### src/rtl/dma_chan_regs.vh
// register offsets, field positions and reset values of the dma channel block
`ifndef DMA_CHAN_REGS_VH
`define DMA_CHAN_REGS_VH
`define CFG_OFF 12'h100
`define STAT_OFF 12'h104
`define SRC_OFF 12'h108
`define DST_OFF 12'h10C
`define CNT_OFF 12'h110
`define SRC_RLD_OFF 12'h114
`define DST_RLD_OFF 12'h118
`define CNT_RLD_OFF 12'h11C
`define ST_TO 6
`define ST_BERR 4
`define ST_RLD 3
`define ST_CTZ 2
`define ST_IPEND 1
`define ST_ACT 0
`define CFG_EN 0
`define CFG_RLDEN 1
`define CFG_CTZIE 31
`define CFG_SRCINC 18
`define CFG_DSTINC 22
`define CFG_PERIPH 30
`define CNT_RLDEN 31
`define CFG_WMASK 32'hC0770003
`define RST_ZERO 32'h00000000
`define FIFO_DEPTH 16
`define FIFO_AW 4
`endif

### src/rtl/dma_channel.v
// dma channel: apb registers, address stepping, byte counting, status flags
// Overview of operation
// - time-out sets flag bit 6, write-1 clears
// - bus error sets bit 4, disables channel
// - reload sets bit 3, write-1 clears
// - count zero sets bit 2 if enabled
// - pending bit 1 high when any flag set
// - pending falls when flags cleared; unwritable
// - bit 0 shows channel active, read-only
// - active bit clears when channel stops
// - clearing active also clears channel enable
// - peripheral mode forces both read and write addresses to zero
// - source address steps by read beat size if enabled
// - destination address steps by width if enabled
// - counter decrements by bytes moved per read beat
// - counter reaching zero raises count-zero
// - count-zero with reload copies reload values
// - reload enable self-clears after reload
// - width field sizes transfer, read beats shorter near end
`timescale 1ns/1ns
`default_nettype none
`include "dma_chan_regs.vh"
module dma_channel (
  input wire clk,
  input wire rst_n,
  input wire ce,
  input wire psel,
  input wire penable,
  input wire pwrite,
  input wire [11:0] paddr,
  input wire [31:0] pwdata,
  output wire pready,
  output reg [31:0] prdata,
  output wire pslverr,
  output reg [31:0] haddr,
  output reg hwrite,
  output reg [1:0] htrans,
  output reg [2:0] hsize,
  output reg [31:0] hwdata,
  input wire [31:0] hrdata,
  input wire hready,
  input wire hresp,
  input wire timeout_pin,
  output wire channel_busy
);
  // -------------------------------------------------------------
  // state encodings
  // -------------------------------------------------------------
  localparam [4:0] S_IDLE = 5'b00001;
  localparam [4:0] S_RD = 5'b00010;
  localparam [4:0] S_WR = 5'b00100;
  localparam [4:0] S_DATA = 5'b01000;
  localparam [4:0] S_ADDR = 5'b10000;

  reg [31:0] channel_configuration;
  reg [31:0] source_address;
  reg [31:0] destination_address;
  reg [23:0] transfer_byte_count;
  reg [30:0] source_reload_value;
  reg [30:0] destination_reload_value;
  reg [23:0] count_reload_value;
  reg timeout_flag;
  reg bus_err_flag;
  reg reload_done_flag;
  reg count_zero_flag;
  reg channel_active;
  reg [4:0] state;
  reg [4:0] ret_state;
  reg [2:0] step;
  reg to_s1;
  reg to_s2;
  reg to_prev;
  wire apb_wr;
  wire apb_rd;
  wire stat_wr;
  wire to_evt;
  wire ipend;
  wire [2:0] src_b;
  wire [2:0] dst_b;
  wire [2:0] src_step;
  wire [2:0] dst_step;
  wire fifo_in_ready;
  wire fifo_out_valid;
  wire [31:0] fifo_out_data;
  wire rd_done;
  wire wr_done;
  wire beat_err;
  wire [23:0] cnt_next;
  wire ctz_evt;
  wire rld_now;
  wire stop_evt;
  wire drained;
  wire periph;
  wire [31:0] cur_rdata;

  // -------------------------------------------------------------
  // apb slave: zero-wait, unmapped reads zero and flag pslverr
  // -------------------------------------------------------------
  assign pready = 1'b1;
  assign apb_wr = psel && penable && pwrite && ce;
  assign apb_rd = psel && !penable && !pwrite;
  assign stat_wr = apb_wr && (paddr == `STAT_OFF);
  assign pslverr = psel && penable && (paddr[11:5] != 7'h08);

  // width decode: 11 reserved maps to byte
  function [2:0] width_bytes;
    input [1:0] w;
    begin
      case (w)
        2'b01: width_bytes = 3'd2;
        2'b10: width_bytes = 3'd4;
        default: width_bytes = 3'd1;
      endcase
    end
  endfunction

  // shorter beat once fewer bytes remain; never an odd three-byte beat
  function [2:0] clip;
    input [2:0] b;
    input [23:0] left;
    begin
      if (left >= {21'd0, b})
        clip = b;
      else if (left >= 24'd2)
        clip = 3'd2;
      else
        clip = 3'd1;
    end
  endfunction

  assign src_b = width_bytes(channel_configuration[17:16]);
  assign dst_b = width_bytes(channel_configuration[21:20]);
  assign src_step = clip(src_b, transfer_byte_count);
  assign dst_step = dst_b;
  assign periph = channel_configuration[`CFG_PERIPH];

  // -------------------------------------------------------------
  // time-out input synchroniser and rising edge
  // -------------------------------------------------------------
  always @(posedge clk)
  begin
    if (!rst_n)
    begin
      to_s1 <= 1'b0;
      to_s2 <= 1'b0;
      to_prev <= 1'b0;
    end
    else if (ce)
    begin
      to_s1 <= timeout_pin;
      to_s2 <= to_s1;
      to_prev <= to_s2;
    end
  end
  assign to_evt = to_s2 && !to_prev && channel_active;

  // -------------------------------------------------------------
  // ahb beat completion terms
  // -------------------------------------------------------------
  assign rd_done = (state == S_DATA) && (ret_state == S_RD) && hready;
  assign wr_done = (state == S_DATA) && (ret_state == S_WR) && hready;
  assign beat_err = (state == S_DATA) && hready && hresp;
  assign cnt_next = transfer_byte_count - {21'd0, step};
  assign ctz_evt = rd_done && !hresp && (cnt_next == 24'd0);
  assign rld_now = ctz_evt && channel_configuration[`CFG_RLDEN];
  // count spent and fifo empty: last word is out, so stopping loses nothing
  assign drained = (state == S_IDLE) && (transfer_byte_count == 24'd0)
                   && !fifo_out_valid;
  assign stop_evt = beat_err || to_evt
                    || drained || !channel_configuration[`CFG_EN];

  // data path fifo; the write side drains it, read side stalls when full
  dma_fifo #(
    .WIDTH(32),
    .DEPTH(`FIFO_DEPTH),
    .AW(`FIFO_AW)
  ) u_fifo (
    .clk(clk),
    .rst_n(rst_n),
    .ce(ce),
    .in_valid(rd_done && !hresp),
    .in_ready(fifo_in_ready),
    .in_data(hrdata),
    .out_valid(fifo_out_valid),
    .out_ready(wr_done && !hresp),
    .out_data(fifo_out_data)
  );

  // -------------------------------------------------------------
  // ahb master sequencer: read beat into fifo, write beat out of it
  // -------------------------------------------------------------
  always @(posedge clk)
  begin
    if (!rst_n)
    begin
      state <= S_IDLE;
      ret_state <= S_IDLE;
      step <= 3'd0;
      haddr <= `RST_ZERO;
      hwrite <= 1'b0;
      htrans <= 2'b00;
      hsize <= 3'd0;
      hwdata <= `RST_ZERO;
    end
    else if (ce)
    begin
      case (state)
        S_IDLE:
        begin
          htrans <= 2'b00;
          if (channel_active && channel_configuration[`CFG_EN])
          begin
            if (fifo_out_valid)
              state <= S_WR;
            else if (fifo_in_ready && transfer_byte_count != 24'd0)
              state <= S_RD;
          end
        end
        S_RD:
        begin
          haddr <= periph ? `RST_ZERO : source_address;
          hwrite <= 1'b0;
          htrans <= 2'b10;
          hsize <= {1'b0, src_step[2], src_step[1]};
          step <= src_step;
          ret_state <= S_RD;
          state <= S_ADDR;
        end
        S_WR:
        begin
          haddr <= periph ? `RST_ZERO : destination_address;
          hwrite <= 1'b1;
          htrans <= 2'b10;
          hsize <= {1'b0, dst_step[2], dst_step[1]};
          step <= dst_step;
          ret_state <= S_WR;
          state <= S_ADDR;
        end
        // address phase; write data goes out with the following data phase
        S_ADDR:
        begin
          if (hready)
          begin
            htrans <= 2'b00;
            if (ret_state == S_WR)
              hwdata <= fifo_out_data;
            state <= S_DATA;
          end
        end
        S_DATA:
        begin
          if (hready)
            state <= S_IDLE;
        end
        default:
          state <= S_IDLE;
      endcase
    end
  end

  // -------------------------------------------------------------
  // configuration, address, count and reload registers
  // -------------------------------------------------------------
  always @(posedge clk)
  begin
    if (!rst_n)
    begin
      channel_configuration <= `RST_ZERO;
      source_address <= `RST_ZERO;
      destination_address <= `RST_ZERO;
      transfer_byte_count <= 24'd0;
      source_reload_value <= 31'd0;
      destination_reload_value <= 31'd0;
      count_reload_value <= 24'd0;
      channel_active <= 1'b0;
    end
    else if (ce)
    begin
      if (apb_wr)
      begin
        case (paddr)
          `CFG_OFF: channel_configuration <= pwdata & `CFG_WMASK;
          `SRC_OFF: source_address <= pwdata;
          `DST_OFF: destination_address <= pwdata;
          `CNT_OFF: transfer_byte_count <= pwdata[23:0];
          `SRC_RLD_OFF: source_reload_value <= pwdata[30:0];
          `DST_RLD_OFF: destination_reload_value <= pwdata[30:0];
          `CNT_RLD_OFF:
          begin
            count_reload_value <= pwdata[23:0];
            channel_configuration[`CFG_RLDEN] <= pwdata[`CNT_RLDEN];
          end
          default: ;
        endcase
      end
      // channel goes active when software enables it
      if (apb_wr && paddr == `CFG_OFF && pwdata[`CFG_EN])
        channel_active <= 1'b1;
      // read beat: step source and count
      if (rd_done && !hresp)
      begin
        if (channel_configuration[`CFG_SRCINC] && !periph)
          source_address <= source_address + {29'd0, step};
        transfer_byte_count <= cnt_next;
      end
      if (wr_done && !hresp && channel_configuration[`CFG_DSTINC] && !periph)
        destination_address <= destination_address + {29'd0, step};
      if (rld_now)
      begin
        source_address <= {1'b0, source_reload_value};
        destination_address <= {1'b0, destination_reload_value};
        transfer_byte_count <= count_reload_value;
        channel_configuration[`CFG_RLDEN] <= 1'b0;
      end
      // stop clears active and enable together
      if (channel_active && stop_evt)
      begin
        channel_active <= 1'b0;
        channel_configuration[`CFG_EN] <= 1'b0;
      end
    end
  end
  assign channel_busy = channel_active;

  // -------------------------------------------------------------
  // sticky status flags: set wins over write-one clear
  // -------------------------------------------------------------
  always @(posedge clk)
  begin
    if (!rst_n)
    begin
      timeout_flag <= 1'b0;
      bus_err_flag <= 1'b0;
      reload_done_flag <= 1'b0;
      count_zero_flag <= 1'b0;
    end
    else if (ce)
    begin
      if (to_evt)
        timeout_flag <= 1'b1;
      else if (stat_wr && pwdata[`ST_TO])
        timeout_flag <= 1'b0;
      if (beat_err)
        bus_err_flag <= 1'b1;
      else if (stat_wr && pwdata[`ST_BERR])
        bus_err_flag <= 1'b0;
      if (rld_now)
        reload_done_flag <= 1'b1;
      else if (stat_wr && pwdata[`ST_RLD])
        reload_done_flag <= 1'b0;
      if (ctz_evt && channel_configuration[`CFG_CTZIE])
        count_zero_flag <= 1'b1;
      else if (stat_wr && pwdata[`ST_CTZ])
        count_zero_flag <= 1'b0;
    end
  end

  // pending is pure function of flags so it falls with them
  assign ipend = timeout_flag | bus_err_flag | reload_done_flag | count_zero_flag;

  // -------------------------------------------------------------
  // read mux, registered in setup so data sits still in access
  // -------------------------------------------------------------
  assign cur_rdata =
    (paddr == `CFG_OFF) ? channel_configuration :
    (paddr == `STAT_OFF) ? {25'd0, timeout_flag, 1'b0, bus_err_flag,
                            reload_done_flag, count_zero_flag, ipend,
                            channel_active} :
    (paddr == `SRC_OFF) ? source_address :
    (paddr == `DST_OFF) ? destination_address :
    (paddr == `CNT_OFF) ? {8'd0, transfer_byte_count} :
    (paddr == `SRC_RLD_OFF) ? {1'b0, source_reload_value} :
    (paddr == `DST_RLD_OFF) ? {1'b0, destination_reload_value} :
    (paddr == `CNT_RLD_OFF) ? {channel_configuration[`CFG_RLDEN], 7'd0,
                               count_reload_value} :
    `RST_ZERO;

  always @(posedge clk)
  begin
    if (!rst_n)
      prdata <= `RST_ZERO;
    else if (ce && apb_rd)
      prdata <= cur_rdata;
  end
endmodule // dma_channel
`default_nettype wire

### src/rtl/dma_fifo.v
// sixteen-word data fifo with valid/ready on both sides
`timescale 1ns/1ns
`default_nettype none
module dma_fifo #(
  parameter WIDTH = 32,
  parameter DEPTH = 16,
  parameter AW = 4
) (
  input wire clk,
  input wire rst_n,
  input wire ce,
  input wire in_valid,
  output wire in_ready,
  input wire [WIDTH-1:0] in_data,
  output wire out_valid,
  input wire out_ready,
  output wire [WIDTH-1:0] out_data
);
  reg [WIDTH-1:0] mem [0:DEPTH-1];
  reg [AW-1:0] wr_ptr;
  reg [AW-1:0] rd_ptr;
  reg [AW:0] level;
  wire push;
  wire pop;

  // honest full and empty from the level count
  assign in_ready = (level != DEPTH[AW:0]);
  assign out_valid = (level != {(AW+1){1'b0}});
  assign out_data = mem[rd_ptr];
  assign push = in_valid && in_ready && ce;
  assign pop = out_valid && out_ready && ce;

  // storage array, no reset needed on data
  always @(posedge clk)
  begin
    if (push)
      mem[wr_ptr] <= in_data;
  end

  // pointers and level
  always @(posedge clk)
  begin
    if (!rst_n)
    begin
      wr_ptr <= {AW{1'b0}};
      rd_ptr <= {AW{1'b0}};
      level <= {(AW+1){1'b0}};
    end
    else
    begin
      if (push)
        wr_ptr <= wr_ptr + 1'b1;
      if (pop)
        rd_ptr <= rd_ptr + 1'b1;
      if (push && !pop)
        level <= level + 1'b1;
      else if (pop && !push)
        level <= level - 1'b1;
    end
  end
endmodule // dma_fifo
`default_nettype wire

### config.mk
export PLATFORM = sky130hd
export DESIGN_NAME = dma_channel
export DESIGN_NICKNAME = d
export VERILOG_FILES = /design/src/rtl/dma_channel.v /design/src/rtl/dma_fifo.v
export VERILOG_INCLUDE_DIRS = /design/src /design/src/rtl
export SDC_FILE = /design/constraint.sdc
export NUM_CORES = 2
export LEC_CHECK = 0
export ABC_CLOCK_PERIOD_IN_PS = 6500
export BUFFER_PORTS_ARGS = -buffer_cell sky130_fd_sc_hd__buf_2
export CAP_MARGIN = 20
export CORE_MARGIN = 2
export CORE_UTILIZATION = 55
export CTS_CLUSTER_DIAMETER = 120
export DETAILED_ROUTE_END_ITERATION = 16
export MAX_ROUTING_LAYER = met4
export PLACE_DENSITY = 0.84
export SLEW_MARGIN = 20
export SYNTH_ARGS = -nofsm -noshare
export SYNTH_HDL_FRONTEND = slang
export SYNTH_SLANG_ARGS = --single-unit
### constraint.sdc
create_clock -name clk -period 6.5 [get_ports clk]
set_input_delay 1.95 -clock clk [delete_from_list [all_inputs] [get_ports clk]]
set_output_delay 1.95 -clock clk [all_outputs]
set_load 0.01 [all_outputs]
==> flow_metrics.py <==
metrics = {
    "timing": {
        "max_slew_margin": 0.256,
        "hold_violations": 0,
        "layout_min_cycle_time_ps": 5240,
        "fin_crit_sh": 0.806,
        "rsz0062_at_grt": "no",
        "setup_viol": 0,
        "maxSlewViolCount": 0,
        "clock_skew_ps": 59.7,
        "max_freq_mhz": 191,
        "tns_ps": 0,
        "worst_pin_slew_ps": 1110,
    },
    "clock_tree": {
        "clkSinkCount": 825,
        "ctsHoldBuffers": 0,
        "clk_path_buf_depth": 3,
        "cts_tree": "yes",
        "cts_root_buf": "clkbuf_16",
        "cts_made_buffers": 84,
        "ctsResizeCount": 0,
        "clk_pin_slew_ps": 60,
        "clk_latency_ps": 680,
        "post_cts_buffers": 0,
        "htreeDepth": 3,
    },
    "placement": {
        "place_hpwl_um": 71300,
        "place_area_um2": 38100,
        "globalplace.congestion": 1.03,
        "portBuffers": 186,
    },
    "pwr": {
        "peakVddDrop_v": 0.000248,
        "power.density_nw_per_um2": 267,
        "seqPwrFrac": 0.508,
        "p_int_w": 0.00858,
        "swShare": 0.219,
        "power_switching_w": 0.00241,
        "leakage_nw": 13.8,
        "design_power_total_w": 0.0110,
        "clockPowerShare": 0.468,
        "combPwrFrac": 0.024,
    },
    "cells_and_area": {
        "nFillCells": 4855,
        "finalCoreUtilization": 0.629,
        "nets": 3258,
        "area.growth.synth_to_final_pct": 13.7,
        "drive_gt1_frac": 0.197,
        "final_cell_area_um2": 41100,
    },
    "grt": {
        "grt_pass1_wl_um": 172000,
        "grt-ovfl-total": 0,
        "gr-usage-all-layers": 0.354,
        "grt_pass1_vias": 26300,
        "grt_max_degree": 154,
        "antenna_found_initial": 7,
    },
    "yosys": {
        "synthTopCellsByArea": "edfxtp_1, dfxtp_1, mux4_2",
        "synth_top_area_share": 0.425,
        "yosysMostFrequentCell": "edfxtp_1",
        "netlist_instances": 3008,
        "yosysSeqAreaShare": 0.598,
        "synth_top_family_by_area": "simple AND/OR/NAND/NOR gates",
        "yosys.area_share.xor_xnor": 0.0130,
        "yosysWarningCount": 0,
        "synthAdderAreaFrac": 0.0109,
        "synth_edf_count": 512,
        "synth-main-ff-cell": "edfxtp_1",
        "netlist_area_um2": 36200,
        "synth_common_cells": "edfxtp_1, nand2_1, dfxtp_1",
        "ys_ff_latch": 825,
        "avgSynthCellArea_um2": 12.0,
        "synth_cell_types": 87,
        "synth_compound_area_frac": 0.113,
        "yosys.area_share.simple": 0.121,
        "ys_async_sr_fraction": 0,
        "yosysTopAreaCell": "edfxtp_1",
        "muxShareOfSynthArea": 0.114,
    },
    "routing": {
        "met3_wirelength_um": 13800,
        "dr.max_layer_used": "met4",
        "num_vias": 27700,
        "wl_met1_um": 40200,
        "wl_um": 117000,
        "drc": 0,
        "ant_nets": 0,
        "wl_met2_um": 54300,
        "first_iter_violations": 4281,
        "drt_pass1_iterations": 9,
        "post_drt_via_cell_ratio": 6.77,
        "post_drt_wl_per_cell_um": 28.6,
    },
    "setup_path": {
        "required_ps": 6850,
        "rr_endpoint": "u_fifo.mem[8][17]",
        "cp_max_fo": 25,
        "cp-start-kind": "input port",
        "arrival_ps": 5600,
        "reg2reg_from": "state[3]",
        "r2r_setup_slack_ps": 2110,
        "ff2ff_path_depth": 9,
        "worst-setup-path-type": "input port to flip-flop",
        "end_kind": "flip-flop",
    },
    "floorplan": {
        "core_um2": 65400,
        "initial_utilization": 0.553,
        "die_y_um": 260,
        "io_pins": 190,
        "die_area_um2": 67800,
        "die_w_um": 260,
        "row_count": 94,
    },
    "flow_run": {
        "maxCapViolCount": 0,
    },
    "min_path": {
        "holdPathStages": 2,
        "hold_end": "hwdata[28]",
        "min_from": "hwdata[28]",
        "min_path_type": "flip-flop to flip-flop",
    },
    "run_status": {
        "status": "completed",
    },
}
layout make-up:
cell class,instances,area (um2),area share
Sequential cell,825,21700,0.527
Multi-Input combinational cell,1925,13700,0.332
Clock buffer,107,2310,0.0561
Timing Repair Buffer,268,1580,0.0385
Tap cell,864,1080,0.0263
Clock inverter,51,669,0.0163
Inverter,40,158,0.00383
Antenna cell,7,17.5,0.000426
power by group through the flow:
stage                     sequential [W]  clock (W)  combinational [W]
after global routing             0.00558    0.00536           0.000277
after global placement           0.00570          0           0.000244
after floorplan                  0.00569          0           0.000108
after CTS                        0.00558    0.00516           0.000251
final                            0.00559    0.00514           0.000262
after detailed placement         0.00570          0           0.000249
critical path, stage by stage:
cell and delay, ps:
buf_2 130, nor4bb_1 310, nand2_1 220, nor2_1 150, buf_4 200, nand2_1 130, a21oi_1 710, nand2_1 470
nor2_4 970, buf_4 340
registers in the layout, indices dropped and copies added (netlist names), 5 cells and up:
signal	flops
count_reload_value	24
hwdata	32
source_address	32
transfer_byte_count	24
u_fifo.level	5
u_fifo.mem	512
destination_address	32
prdata	32
channel_configuration	10
destination_reload_value	31
haddr	32
state	5
source_reload_value	31
logic make-up after synthesis:
group | after synthesis
AND/OR/NAND/NOR | 971
flip-flops | 825
AO/OA/AOI/OAI | 656
buffers and inverters | 259
multiplexers | 213
XOR/XNOR | 53
adder cells (fa/ha/maj) | 29
other | 2
worst max-delay path by stage:
stage	start	end	slack, ps	cells past startpoint
6_report	hready	u_fifo.mem[8][17]	1260	10
5_1_grt	hready	u_fifo.mem[8][20]	1050	10
4_1_cts	hready	u_fifo.mem[8][20]	1420	10
3_5_place_dp	hready	u_fifo.mem[8][19]	840	10
3_3_place_gp	hready	u_fifo.mem[8][15]	970	10
2_1_floorplan	hready	u_fifo.mem[3][0]	220	7
cells in the final DEF (no fill, tap or decap), types with 10 or more instances in the layout:
| cell type | count |
|---|---|
| edfxtp_1 | 512 |
| nand2_1 | 479 |
| dfxtp_1 | 309 |
| a21oi_1 | 240 |
| nor2_1 | 209 |
| buf_2 | 185 |
| mux4_2 | 160 |
| o21ai_0 | 128 |
| clkbuf_16 | 84 |
| buf_4 | 81 |
| a31oi_1 | 52 |
| nor3_1 | 48 |
| mux2i_1 | 48 |
| a22oi_1 | 39 |
| inv_1 | 38 |
| nand3_1 | 38 |
| xnor2_1 | 32 |
| a221oi_1 | 31 |
| nand4_1 | 28 |
| or3_1 | 26 |
| a211oi_1 | 26 |
| ha_1 | 25 |
| a222oi_1 | 21 |
| and3_1 | 20 |
| xor2_1 | 20 |
| clkinv_2 | 19 |
| o211ai_1 | 17 |
| o22ai_1 | 14 |
| nand2b_1 | 13 |
| nor2_4 | 13 |
| nor4_1 | 12 |
| o31ai_1 | 12 |
| clkbuf_8 | 12 |
| nor3_2 | 11 |
| clkbuf_1 | 11 |
| a21o_1 | 10 |
| bufinv_16 | 10 |
layer usage:
layer / track usage / up-vias
met5: - / -
met4: 0.203 / 0
met3: 0.0756 / 539
met2: 0.547 / 2179
met1: 0.433 / 13300
li1: - / 11600
stage by stage:
step / cells / hold WS [ps] / setup slack, ps
after CTS: 4080 / 452 / 1420
after floorplan: 3009 / 444 / 224
after detailed placement: 3922 / 444 / 841
after global placement: 3921 / 439 / 975
final: 4087 / 451 / 1260
after global routing: 4086 / 465 / 1050
Note: power is estimated with default switching activity, not from simulation.
